### src/core/ccr_pkg.sv
// How it works
// RULE1 - check code appended when enable bit set
// RULE2 - pull bit: one pulls down, zero up
// RULE3 - filter rejects sync pulses under two clocks
// RULE4 - line sync needs four clocks in dual
// RULE5 - matched addresses forwarded when pass bit set
// RULE6 - self-acknowledge writes regardless of link lock
// RULE7 - protected partner always gates colour by valid
// RULE8 - unprotected partner gates only when bit set
// RULE9 - timeout field counts in two millisecond units
// RULE10 - unfinished transaction terminated at timeout
// RULE11 - software avoids zero timeout value
// RULE12 - disable bit stops the watchdog
// RULE13 - forward-all passes every transaction
// RULE14 - hold field in fifty nanosecond steps
// RULE15 - glitch filter in five nanosecond steps
// RULE16 - watchdog restarts per transaction, stops at end
package ccr_pkg;
   localparam logic [11:0] GEN1_OFS = 12'h00C;
   localparam logic [11:0] WDOG_OFS = 12'h010;
   localparam logic [11:0] TWI1_OFS = 12'h014;
   localparam logic [11:0] IRQ_STAT_OFS = 12'h020;
   localparam logic [11:0] IRQ_MASK_OFS = 12'h024;
   localparam logic [11:0] STAT_OFS = 12'h028;
   localparam logic [7:0] GEN1_RST = 8'h70;
   localparam logic [7:0] WDOG_RST = 8'hFE;
   localparam logic [7:0] TWI1_RST = 8'h1E;
   localparam logic [7:0] GEN1_WMASK = 8'h7E;
   localparam int CHK_BIT = 6;
   localparam int PULL_BIT = 5;
   localparam int FILT_BIT = 4;
   localparam int PASS_BIT = 3;
   localparam int SACK_BIT = 2;
   localparam int GATE_BIT = 1;
   localparam int WD_OFF_BIT = 0;
   localparam int FWD_ALL_BIT = 7;
   localparam int CLK_MHZ = 50;
   localparam int CLK_NS = 20;
   localparam int WD_UNIT_MS = 2;
   localparam int WD_UNIT_CYC = WD_UNIT_MS * 1000 * CLK_MHZ;
   localparam int HOLD_STEP_NS = 50;
   localparam int GLITCH_STEP_NS = 5;
   localparam int SYNC_MIN_SINGLE = 2;
   localparam int SYNC_MIN_DUAL = 4;
   localparam int IRQ_TIMEOUT = 0;
   localparam int IRQ_DONE = 1;
   localparam int IRQ_REJECT = 2;
endpackage

### src/core/ccr_config_regs.sv
// The APB register port is this design's own decision.
`timescale 1ns/1ps
module ccr_config_regs
   import ccr_pkg::*;
#(
   parameter int WD_UNIT = ccr_pkg::WD_UNIT_CYC
) (
   input wire logic sys_clk,
   input wire logic sys_rst,
   input wire logic clkEn,
   input wire logic psel,
   input wire logic penable,
   input wire logic pwrite,
   input wire logic [11:0] paddr,
   input wire logic [31:0] pwdata,
   output logic [31:0] prdata,
   output logic pready,
   output logic pslverr,
   output logic irq,
   input wire logic dualLink,
   input wire logic partnerProtected,
   input wire logic syncClkEn,
   input wire logic pixel_valid,
   input wire logic line_sync,
   input wire logic frame_sync,
   input wire logic [23:0] colourIn,
   output logic [23:0] colourOut,
   output logic pixelValidOut,
   output logic lineSyncOut,
   output logic frameSyncOut,
   output logic back_check_gen_en,
   output logic undriven_pull_dir,
   output logic [5:0] sdaHoldNs,
   output logic [6:0] glitchMaxNs,
   input wire logic linkLocked,
   input wire logic twiStart,
   input wire logic twiIsWrite,
   input wire logic twiAddrMatch,
   input wire logic twiDone,
   output logic twiForward,
   output logic twiSelfAck,
   output logic twiAbort,
   output logic twiBusy
);
   import ccr_pkg::*;

   typedef enum logic [1:0] {WD_IDLE, WD_RUN} ccr_wd_t;

   logic [7:0] gen1;
   logic [7:0] wdog;
   logic [7:0] twi1;
   logic [2:0] irqStat;
   logic [2:0] irqMask;
   ccr_wd_t wdState;
   logic [31:0] unitCnt;
   logic [6:0] unitsLeft;
   logic [2:0] runLen [3];
   logic [2:0] syncOut;
   logic [23:0] colourQ;
   logic [2:0] evt;
   logic wrEn;
   logic rdEn;
   logic known;
   logic [2:0] syncIn;
   logic filterOn;
   logic passOn;
   logic sackOn;
   logic gateOn;
   logic fwdAll;
   logic wdOff;
   logic [6:0] timeoutField;
   logic [2:0] holdField;
   logic [3:0] glitchField;
   logic unitEnd;
   logic expire;

   function automatic logic sel(input logic [11:0] a, input logic [11:0] ofs);
      return a == ofs;
   endfunction

   // every offset that answers without a slave error
   function automatic logic mapped(input logic [11:0] a);
      return sel(a, GEN1_OFS) || sel(a, WDOG_OFS) || sel(a, TWI1_OFS)
         || sel(a, IRQ_STAT_OFS) || sel(a, IRQ_MASK_OFS) || sel(a, STAT_OFS);
   endfunction

   // read mux: unmapped offsets read as zero, data sits in the low byte
   function automatic logic [31:0] readWord(input logic [11:0] a);
      logic [31:0] w;
      w = 32'h0000_0000;
      if (sel(a, GEN1_OFS)) begin
         w[7:0] = gen1;
      end
      if (sel(a, WDOG_OFS)) begin
         w[7:0] = wdog;
      end
      if (sel(a, TWI1_OFS)) begin
         w[7:0] = twi1;
      end
      if (sel(a, IRQ_STAT_OFS)) begin
         w[2:0] = irqStat;
      end
      if (sel(a, IRQ_MASK_OFS)) begin
         w[2:0] = irqMask;
      end
      if (sel(a, STAT_OFS)) begin
         w[7:0] = {unitsLeft, twiBusy};
      end
      return w;
   endfunction

   // zero-wait-state slave
   assign pready = 1'b1;
   assign wrEn = clkEn && psel && penable && pwrite;
   assign rdEn = clkEn && psel && penable && !pwrite;
   assign known = mapped(paddr);
   assign pslverr = psel && penable && !known;

   // general setup: reserved bits 7 and 0 never store a one
   always_ff @(posedge sys_clk) begin
      if (sys_rst) begin
         gen1 <= GEN1_RST;
      end else if (wrEn && sel(paddr, GEN1_OFS)) begin
         gen1 <= pwdata[7:0] & GEN1_WMASK;
      end
   end

   always_ff @(posedge sys_clk) begin
      if (sys_rst) begin
         wdog <= WDOG_RST;
      end else if (wrEn && sel(paddr, WDOG_OFS)) begin
         wdog <= pwdata[7:0];
      end
   end

   always_ff @(posedge sys_clk) begin
      if (sys_rst) begin
         twi1 <= TWI1_RST;
      end else if (wrEn && sel(paddr, TWI1_OFS)) begin
         twi1 <= pwdata[7:0];
      end
   end

   always_ff @(posedge sys_clk) begin
      if (sys_rst) begin
         irqMask <= 3'h0;
      end else if (wrEn && sel(paddr, IRQ_MASK_OFS)) begin
         irqMask <= pwdata[2:0];
      end
   end

   // read data is registered at the access edge and holds until the next read
   always_ff @(posedge sys_clk) begin
      if (sys_rst) begin
         prdata <= 32'h0000_0000;
      end else if (rdEn) begin
         prdata <= readWord(paddr);
      end
   end

   // sticky status: a new event wins over a write-one clear
   always_ff @(posedge sys_clk) begin
      if (sys_rst) begin
         irqStat <= 3'h0;
      end else if (clkEn) begin
         if (wrEn && sel(paddr, IRQ_STAT_OFS)) begin
            irqStat <= (irqStat & ~pwdata[2:0]) | evt;
         end else begin
            irqStat <= irqStat | evt;
         end
      end
   end
   assign irq = |(irqStat & irqMask);

   assign back_check_gen_en = gen1[CHK_BIT]; // RULE1
   assign undriven_pull_dir = gen1[PULL_BIT]; // RULE2
   // field views of the setup registers
   assign filterOn = gen1[FILT_BIT];
   assign passOn = gen1[PASS_BIT];
   assign sackOn = gen1[SACK_BIT];
   assign gateOn = gen1[GATE_BIT];
   assign fwdAll = twi1[FWD_ALL_BIT];
   assign wdOff = wdog[WD_OFF_BIT];
   assign timeoutField = wdog[7:1];
   assign holdField = twi1[6:4];
   assign glitchField = twi1[3:0];

   // hold is reported in 10 ns units, so the largest field needs six bits
   assign sdaHoldNs = 6'(holdField * HOLD_STEP_NS / 10); // RULE14
   assign glitchMaxNs = 7'(glitchField * GLITCH_STEP_NS); // RULE15

   // sync filter, sampled on pixel-clock enable strobes
   assign syncIn = {frame_sync, line_sync, pixel_valid};
   genvar gi;
   generate
      for (gi = 0; gi < 3; gi++) begin : g_filt
         logic [2:0] minLen;
         assign minLen = (gi == 1 && dualLink) ? 3'(SYNC_MIN_DUAL) : 3'(SYNC_MIN_SINGLE); // RULE4
         always_ff @(posedge sys_clk) begin
            if (sys_rst) begin
               runLen[gi] <= 3'h0;
               syncOut[gi] <= 1'b0;
            end else if (clkEn && syncClkEn) begin
               if (!filterOn) begin
                  syncOut[gi] <= syncIn[gi];
                  runLen[gi] <= 3'h0;
               end else if (syncIn[gi] == syncOut[gi]) begin
                  runLen[gi] <= 3'h0;
               end else if (runLen[gi] + 3'h1 >= minLen) begin
                  syncOut[gi] <= syncIn[gi]; // RULE3
                  runLen[gi] <= 3'h0;
               end else begin
                  runLen[gi] <= runLen[gi] + 3'h1;
               end
            end
         end
      end
   endgenerate
   assign pixelValidOut = syncOut[0];
   assign lineSyncOut = syncOut[1];
   assign frameSyncOut = syncOut[2];

   // colour delayed one strobe, aligning with filtered valid only while the filter is bypassed
   always_ff @(posedge sys_clk) begin
      if (sys_rst) begin
         colourQ <= 24'h00_0000;
      end else if (clkEn && syncClkEn) begin
         colourQ <= colourIn;
      end
   end
   assign colourOut = (partnerProtected || gateOn) && !pixelValidOut ?
      24'h00_0000 : colourQ; // RULE7 RULE8

   // two-wire pass-through decisions
   assign twiForward = twiStart && (fwdAll || (passOn && twiAddrMatch)); // RULE5 RULE13
   assign twiSelfAck = twiStart && twiIsWrite && sackOn; // RULE6

   // control-link watchdog: one unit is WD_UNIT clocks; a zero field expires after one unit
   assign unitEnd = unitCnt == 32'(WD_UNIT - 1);
   assign expire = wdState == WD_RUN && !twiDone && !wdOff && unitEnd // RULE12
      && unitsLeft <= 7'h01;

   // state: timed from a forwarded start until done or expiry
   always_ff @(posedge sys_clk) begin
      if (sys_rst) begin
         wdState <= WD_IDLE;
      end else if (clkEn) begin
         unique case (wdState)
            WD_IDLE: begin
               if (twiForward) begin
                  wdState <= WD_RUN; // RULE16
               end
            end
            WD_RUN: begin
               if (twiDone || expire) begin
                  wdState <= WD_IDLE; // RULE16
               end
            end
            default: begin
               wdState <= WD_IDLE;
            end
         endcase
      end
   end

   // unit prescaler, held at zero while idle so each transaction starts afresh
   always_ff @(posedge sys_clk) begin
      if (sys_rst) begin
         unitCnt <= 32'h0000_0000;
      end else if (clkEn) begin
         if (wdState == WD_IDLE) begin
            unitCnt <= 32'h0000_0000;
         end else if (!twiDone && !wdOff) begin // RULE12
            if (unitEnd) begin
               unitCnt <= 32'h0000_0000;
            end else begin
               unitCnt <= unitCnt + 32'h1;
            end
         end
      end
   end

   // units still to run, loaded from the field at the start
   always_ff @(posedge sys_clk) begin
      if (sys_rst) begin
         unitsLeft <= 7'h00;
      end else if (clkEn) begin
         if (wdState == WD_IDLE) begin
            if (twiForward) begin
               unitsLeft <= timeoutField; // RULE9
            end
         end else if (expire) begin
            unitsLeft <= 7'h00;
         end else if (!twiDone && !wdOff && unitEnd) begin
            unitsLeft <= unitsLeft - 7'h01;
         end
      end
   end

   // one-cycle termination pulse
   always_ff @(posedge sys_clk) begin
      if (sys_rst) begin
         twiAbort <= 1'b0;
      end else if (clkEn) begin
         twiAbort <= expire; // RULE10
      end
   end
   assign twiBusy = wdState == WD_RUN;

   assign evt = {twiStart && !twiForward && !twiSelfAck,
      wdState == WD_RUN && twiDone && clkEn, twiAbort && clkEn};
endmodule

### config.mk
export PLATFORM = sky130hd
export DESIGN_NAME = ccr_config_regs
export DESIGN_NICKNAME = d
export VERILOG_FILES = /design/src/core/ccr_pkg.sv /design/src/core/ccr_config_regs.sv
export SDC_FILE = /design/constraint.sdc
export NUM_CORES = 1
export LEC_CHECK = 0
export ABC_AREA = 1
export BUFFER_PORTS_ARGS = -buffer_cell sky130_fd_sc_hd__buf_2
export CORE_MARGIN = 5
export CORE_UTILIZATION = 50
export DETAILED_ROUTE_END_ITERATION = 8
export PLACE_DENSITY_LB_ADDON = 0.25
export SETUP_SLACK_MARGIN = 0.4
export SLEW_MARGIN = 20
export SYNTH_ARGS = -nofsm -noshare
export SYNTH_HDL_FRONTEND = slang
export SYNTH_SLANG_ARGS = --single-unit
export TNS_END_PERCENT = 5
### constraint.sdc
create_clock -name sys_clk -period 5.9 [get_ports sys_clk]
set_input_delay 0 -clock sys_clk [delete_from_list [all_inputs] [get_ports sys_clk]]
set_output_delay 0 -clock sys_clk [all_outputs]
set_load 0.02 [all_outputs]
Yosys cells after proc, flatten, opt, wreduce, memory -nomap -nowiden
Memory sizes are Yosys's and may differ from the RTL's.
Index checks and enable logic that the tools add are counted.
{ "classes": {"add_sub_neg": 5, "multipliers": 2, "n_div": 1, "order_cmp": 4, "n_eq_ne": 19, "mux": 97, "bitwise_logic": 17, "n_reduce_logical": 53} }
{ "ops": {"columns": ["cell", "n"], "rows": [
  ["$mux W32", 3],
  ["$mux W1", 66],
  ["$mux W3", 16],
  ["$eq A12 B6 Y1 const B", 3],
  ["$mux W7", 5],
  ["$add A32 B1 Y32 const B", 1],
  ["$div A9 B4 Y32 const B", 1],
  ["$eq A32 B17 Y1 const B", 1],
  ["$logic_and A1 B1 Y1", 28],
  ["$eq A12 B5 Y1 const B", 2],
  ["$mux W24", 1],
  ["$mux W8", 3],
  ["$reduce_and A3 Y1", 5],
  ["$eq A12 B4 Y1 const B", 1],
  ["$or A1 B1 Y1", 12],
  ["$add A3 B1 Y3 const B", 3],
  ["$logic_or A1 B1 Y1", 8],
  ["$mul A3 B5 Y8 const B", 1],
  ["$ne A2 B1 Y1 const B", 4],
  ["$ne A2 B2 Y1 const B", 4],
  ["$le A7 B1 Y1 const B", 1],
  ["$logic_not A1 Y1", 7],
  ["$mul A4 B3 Y7 const B", 1],
  ["$sub A7 B1 Y7 const B", 1],
  ["14 further kinds", 20]
]} }
{ "word_totals": {"ff_bits": 105, "ramBits": 9, "inputBits": 85, "out_inout_bits": 81, "word_cells": 213, "memories": 1} }
{ "mem_list": {"columns": ["memory", "words", "width", "rd", "rd_clocked_by_memory_dff", "wr", "line", "source"], "rows": [
  ["runLen", 3, 3, 3, 0, 3, "ccr_config_regs.sv:57", "logic [2:0] runLen [3];"]
]} }

Longest topological paths before layout
Gate-level depths: netlist (run 1).
An unclocked memory read counts as a cell.
{ "logic_depth": {"ltp_word": 11, "mapped_depth": 34, "mapped_depth_nobuf": 32} }

Worst setup path before layout (run 1)
Ideal clock, no wire load.
{ "synth_path": {"kind": "register to output", "startpoint": "reg twi1[5]", "endpoint": "out sdaHoldNs[0]", "t_arrival_ps": 4428, "t_required_ps": 5900, "path_slack_ps": 1472, "path_stages_with_launch": 30, "path_buffers": 2, "cell_sequence": "dfxtp_1 inv_1 ha_1 ha_1 ha_1 nor2_4 nor2_1 ha_1 o21ai_2 nand2_1 nor2_4 nand2_4 nand2_1 nand2_2 nor2_1 nand4_2 nand2_4 buf_6 nand2_1 nand3_1 nand2_1 inv_1 nand2_1 nor2_4 nand2_2 buf_6 nand2_1 nand3_1 nor2_1 nand4_1"} }
{ "synth_via": {"elab_chain_cells": 2} }
{ "synth_rtl": {"columns": ["item", "line", "source"], "rows": [
  ["start: declaration", "ccr_config_regs.sv:51", "logic [7:0] twi1;"],
  ["start signal: assignment", "ccr_config_regs.sv:140", "twi1 <= pwdata[7:0];"],
  ["$mul A3 B5 Y8", "ccr_config_regs.sv:189", "assign sdaHoldNs = 6'(holdField * HOLD_STEP_NS / 10);"],
  ["$div A9 B4 Y32", "ccr_config_regs.sv:189", null],
  ["end: declaration", "ccr_config_regs.sv:33", "output logic [5:0] sdaHoldNs,"]
]} }
No other way between the ends.

Worst setup path after layout (run 1)
{ "layout_path": {"startpoint": "reg twi1[6]", "endpoint": "out sdaHoldNs[0]"} }
The elaborated chain is that of the path after synthesis.

==> metrics.txt, run 1 <==
vias in the first global route=a little under 7,000; Post-Syn Instances=between 1,000 and 1,500; relative slew slack=between 30% and 40%; run status=finished, final reports clean; chip height=between 100 and 150 um; starting density of the core=about 50%; CTS tree=built; Most common cell on crit path=nand2_1; die area=0.0172 mm^2; Sink Count=around 110; leakage=4.09 nW; slew at the pin closest to its max-slew limit=1.02 ns; period utilisation layout=~86%; DR WL/cell=between 10 and 15 um; Period minus WS final=between 5 and 6 ns; CTS Buffer Depth=2; EDFF count, synth=9; All-Layer GR Usage=roughly 22%; Routed WL=about 20,000 um; num rows=44; met2 usage=a little over a third; top cells by area, synth=dfxtp_1, nand2_1, inv_1; # nets final=around 1,300; RSZ-0062 raised after global routing=no; Num CTS Buffers=17; CP endpoint kind=output port; Crit path required time=5.90 ns; Antenna diodes=0; fillers=~1,300; Die Width=around 130 um; syn avg cell area=approximately 7 um^2; Layout Skew=roughly 0.0086 ns; post-synth cell types=54; Worst EP arrival=roughly 5.1 ns; drc violations=0; max incr delay on CP=about 0.37 ns; Area growth syn-to-layout=23.0%; half-perimeter wire length after placement=~14,000 um; crit path max fanout=15; DR pass1 iterations=6; register area share after synthesis=around a third; CP Class=flop to output port; MaxCap Viol Count=0; Synth top area share=approximately 28%; slowest stage cell, crit path=dfxtp_4; Final Setup Violations=0; async set-or-reset flop fraction in the synthesized netlist=0%; Clock Root Buffer=clkbuf_16; Hold Crit Class=primary input to flop; total gr overflow=0; first-pass GRT wire length=approximately 32,000 um; antenna-violating nets left=0; first-iteration detailed-routing DRC count=573; post-synth top area cell=dfxtp_1; pwr dens=between 200 and 250 mW/mm^2; Via density=between 5 and 6; number of synthesized register bits=113; core footprint=approximately 0.014 mm^2; initial antenna violation count=0; IO Port Bufs=115; Core Util, Final=around 63%; met3 usage=6.65%; total number of vias=around 7,500; CTS clk-pin slew, worst paths=approximately 0.05 ns; num ports=166; main flop type after synthesis=dfxtp_1; crit path launch type=flop; largest net degree at the start of global routing=between 60 and 70; final RePlAce weighted congestion=between 0.8 and 0.9; GRT met1 Usage=around 29%; synth warn=0; final slew viol count=0; worst skew pair latency=0.42 ns; Fin. Hold Viols=0; setup TNS=0 ns; grt peak-use layer=met2; total number of H-tree levels=4; fraction of layout cells with a size suffix above 1=approximately 16%; mapped cell area=~0.0074 mm^2; Peak Freq=0.198 GHz; Max rail drop VDD=about 0.23 mV
[state kept, by name (all words and copies together) (netlist names)]
name and cells:
wdState 1, unitCnt 32, irqMask 3, pixelValidOut 1, colourQ 24, twi1 8
lineSyncOut 1, wdog 8, twiAbort 1, frameSyncOut 1, gen1 6, irqStat 3
runLen 9, unitsLeft 7, prdata 8
[cell families (layout without fill, tap and decap cells)]
group,Yosys count,in the layout,synth area share (%)
compound gates,191,191,15.3
other cells,2,29,0.102
flops,113,113,32.0
xor+xnor,18,18,2.14
simple gates,503,503,32.2
buf+inv,219,357,12.7
fa+ha+maj,32,32,5.54
[report_power, final]
part,internal [W],total [W],switching [W]
sequential,0.000789,0.000797,0.00000765
clock,0.000700,0.00107,0.000374
combinational,0.0000576,0.000157,0.0000991
total,0.00155,0.00203,0.000481
[synth_stat cells, types with 3 or more instances]
library cell / instances
xor2_1: 17
a211oi_1: 6
buf_4: 27
o21ai_0: 76
nor4_1: 9
a31oi_1: 4
nor3b_1: 3
a221oi_1: 9
inv_1: 155
nand4_1: 17
nand2_2: 10
clkinv_1: 3
nand4_2: 3
nand3_2: 3
dfxtp_1: 104
edfxtp_1: 9
o211ai_1: 19
nor2_1: 107
clkbuf_1: 25
ha_1: 31
nand3_1: 102
nor2_4: 4
a21oi_1: 57
inv_2: 6
nand2_4: 4
o221a_2: 3
nand2_1: 197
nor3_1: 32
[through the flow]
stage	power [W]	cells	area, um^2	worst slack, ns	hold slack (ns)
finish	0.00203	1427	9050	0.852	0.0153
global route	0.00209	1427	9050	0.400	0.0583
CTS	0.00203	1425	9000	0.420	0.000706
detailed placement	0.000946	1353	7980	0.887	0.233
global placement	0.000944	1353	7980	0.975	0.225
floorplan	0.000908	1105	7460	1.47	0.126
[routing by layer]
| metal | vias to the layer above | part of all wire, % |
|---|---|---|
| li1 | 3836 | - |
| met5 | - | 0 |
| met3 | 32 | 8.1 |
| met1 | 3400 | 44 |
| met2 | 260 | 46 |
| met4 | 0 | 1.8 |
[cells in the final DEF, fill, tap and decap left out, types with 3 or more instances in the layout]
master	instances
nand2_1	197
inv_1	153
buf_2	115
nor2_1	107
dfxtp_1	102
nand3_1	101
o21ai_0	76
a21oi_1	57
dlygate4sd3_1	40
nor3_1	32
ha_1	31
conb_1	29
o211ai_1	19
clkbuf_16	18
xor2_1	17
nand4_1	17
nor4_1	9
a221oi_1	9
edfxtp_1	9
inv_2	8
nand2_2	8
a211oi_1	6
buf_4	6
nand2_4	5
clkinvlp_4	5
nor2_4	4
nand3_2	4
a31oi_1	4
clkinv_1	3
nand4_2	3
o221a_2	3
nor3b_1	3
bufinv_16	3
[layout make-up]
| type | instances | area [um^2] | share of cell area, % |
|---|---|---|---|
| repair buffers | 161 | 1020 | 11.3 |
| clock buffers | 20 | 468 | 5.17 |
| clock inverters | 12 | 155 | 1.71 |
| multi-input cells | 773 | 4200 | 46.4 |
| flip-flops and latches | 113 | 2360 | 26.1 |
| inverters | 164 | 616 | 6.80 |
| well taps | 184 | 230 | 2.54 |
[critical path, delay by kind of cell (launching register included)]
kind / cells / cell delay (ns)
and+or+nand+nor: 21 / 2.61
buffers and inverters: 2 / 0.33
adders and majority gates: 4 / 1.11
DFF: 1 / 0.37
AOI/OAI and AO/OA: 1 / 0.18
[path summary, 6_finish.rpt]
path / start / to / slack (ns) / depth (start not counted)
max: twi1[6] / sdaHoldNs[0] / 0.85 / 28
min: paddr[3] / prdata[7] / 0.02 / 5
min reg2reg: prdata[0] / prdata[0] / 0.46 / 2
max reg2reg: wdState[0] / unitCnt[15] / 3.03 / 12
[timing repair]
action                                  in CTS  in global routing
buffers inserted                             0                  2
hold buffers                                40                  0
resized for setup                            0                 11
endpoints found under the setup margin       0                  2
endpoints found under the hold margin       56                  0
(Power assumes the default switching activity.)
==> run 2, diff against run 1 <==
--- a/config.mk
+++ b/config.mk
@@ -11,6 +11,7 @@
 export CORE_UTILIZATION = 50
 export DETAILED_ROUTE_END_ITERATION = 8
 export PLACE_DENSITY_LB_ADDON = 0.25
+export RECOVER_POWER = 50
 export SETUP_SLACK_MARGIN = 0.4
 export SLEW_MARGIN = 20
 export SYNTH_ARGS = -nofsm -noshare
==> run 2 against run 1 <==
Against the previous run: the run now ends with max-capacitance violations, max-slew violations left; clock power is essentially flat; maximum frequency shrank 0.17%; power shrank 0.16%; hold slack is essentially flat; die area is the same; clock skew grew 0.0046 ns; critical path depth is the same; final area shrank 0.75%; sequential share of layout area grew 0.20 points; final cell count is the same; critical endpoint unchanged.
==> metrics.txt, run 2 (synthesized netlist as in run 1, its figures left out) <==
run status=complete, but fails checks; failing checks=max-capacitance violations, max-slew violations; Clock Root Buffer=clkbuf_16; IO Port Bufs=around 120; Sink Count=~110; Most common cell on crit path=nand2_1; Peak Freq=0.198 GHz; Largest regs=unitCnt (32), colourQ (24), runLen (9); max incr delay on CP=0.39 ns; CP delay by family, top=simple AND/OR/NAND/NOR gates; fraction of layout cells with a size suffix above 1=between 10% and 20%; All-Layer GR Usage=roughly 22%; Fin. Hold Viols=0; internal power=0.00154 W; leakage=roughly 3.9 nW; Die Width=131 um; starting density of the core=around 51%; num rows=44; Period minus WS final=around 5.1 ns; CP endpoint kind=output port; Num CTS Buffers=17; CTS clk-pin slew, worst paths=~0.050 ns; Layout Skew=approximately 0.013 ns; largest net degree at the start of global routing=64; CP bufs+invs=2; net switching power=slightly below 0.0005 W; vias in the first global route=~6,900; # nets final=1,347; Worst EP arrival=between 5 and 6 ns; CTS Buffer Depth=2; placed cell areas=roughly 0.0080 mm^2; DR WL/cell=between 10 and 15 um; num ports=about 170; Via density=approximately 5.3; Clk pwr share=53.0%; crit path launch type=flop; die area=roughly 0.017 mm^2; total number of H-tree levels=4; Antenna diodes=0; Crit path required time=approximately 6 ns; chip height=roughly 130 um; first-pass GRT wire length=roughly 32,000 um; Reg with most FFs=unitCnt; core footprint=between 0.01 and 0.015 mm^2; first-iteration detailed-routing DRC count=566; antenna-violating nets left=0; MaxCap Viol Count=1; slew at the pin closest to its max-slew limit=around 2.8 ns; commonest non-fill, non-tap cells in the layout=nand2_1, inv_1, nor2_1, dfxtp_1, nand3_1; Hold Crit Class=primary input to flop; total gr overflow=0; drc violations=0; fillers=1,329; slowest stage cell, crit path=dfxtp_4; half-perimeter wire length after placement=~14,000 um; sw frac=23.7%; final slew viol count=64; sequential share of power=between 30% and 40%; CTS tree=built; Final Setup Violations=0; CP Class=flop to output port; Area growth syn-to-layout=22.1%; crit path max fanout=15; worst skew pair latency=0.43 ns; period utilisation layout=85.7%; total number of vias=7,544; relative slew slack=-86.3%; pwr dens=between 200 and 250 mW/mm^2; Routed WL=approximately 20,000 um; Largest register FFs=32; RSZ-0062 raised after global routing=no; final RePlAce weighted congestion=0.877; Max rail drop VDD=approximately 0.23 mV; combinational fraction of design power=between 7 and 8%; setup TNS=0 ns; design area=between 0.008 and 0.009 mm^2; initial antenna violation count=0; commonest non-fill, non-tap cell in the layout=nand2_1; DR pass1 iterations=5
==> run 2: changes by cell type in the layout (fill, tap and decap cells not counted), sizes merged <==
| cell | before | now |
|---|---|---|
| buf | 121 | 71 |
| clkbuf | 20 | 70 |
==> run 2: path summary, 6_finish.rpt <==
| check | from | end | slack (ns) | cells past startpoint |
|---|---|---|---|---|
| max | twi1[5] | sdaHoldNs[0] | 0.84 | 28 |
| min | paddr[3] | prdata[7] | 0.02 | 5 |
| max reg2reg | wdState[0] | unitCnt[15] | 3.01 | 12 |
| min reg2reg | prdata[0] | prdata[0] | 0.47 | 2 |
==> run 2: tightest hold or removal path: stages <==
cell and delay, ns:
buf_2 0.12, inv_1 0.05, nor3_1 0.05, nand3_1 0.07
a31oi_1 0.08
==> run 2: power by group through the flow <==
| stage | sequential (W) | combinational [W] | clock, W |
|---|---|---|---|
| finish | 0.000797 | 0.000154 | 0.00107 |
| global route | 0.000798 | 0.000168 | 0.00112 |
| CTS | 0.000798 | 0.000153 | 0.00108 |
| detailed placement | 0.000814 | 0.000132 | 0 |
| global placement | 0.000813 | 0.000131 | 0 |
| floorplan | 0.000815 | 0.0000935 | 0 |
==> run 2: metrics by stage <==
stage	worst slack, ns	utilization (%)	std cells	power, W	hold slack [ns]
floorplan	1.47	-	1105	0.000908	0.126
global placement	0.975	55.1	1353	0.000944	0.225
detailed placement	0.887	55.1	1353	0.000946	0.233
CTS	0.420	62.2	1425	0.00203	0.000706
global route	0.400	62.1	1427	0.00208	0.0625
finish	0.844	62.1	1427	0.00202	0.0158
==> run 2: routing by layer <==
metal / part of all wire (%) / GRT usage, % / up-vias / wire length (um)
li1: - / - / 3830 / -
met1: 43 / 28.5 / 3400 / 8650
met2: 47 / 35.9 / 283 / 9290
met3: 8.1 / 6.65 / 31 / 1600
met4: 1.8 / 6.63 / 0 / 354
met5: 0 / 0 / - / 0
==> run 2: repair_timing <==
item / CTS / global route
resized for setup: 0 / 11
setup buffers: 0 / 2
endpoints found under the hold margin: 56 / 0
setup endpoints to repair: 0 / 2
hold buffers: 40 / 0
==> run 2: final cells by class <==
cell class	instances	area, um^2	share of cell area (%)
Multi-Input combinational cell	773	4200	46.8
Sequential cell	113	2360	26.3
Timing Repair Buffer	161	953	10.6
Inverter	164	616	6.85
Clock buffer	20	468	5.21
Tap cell	184	230	2.56
Clock inverter	12	155	1.73
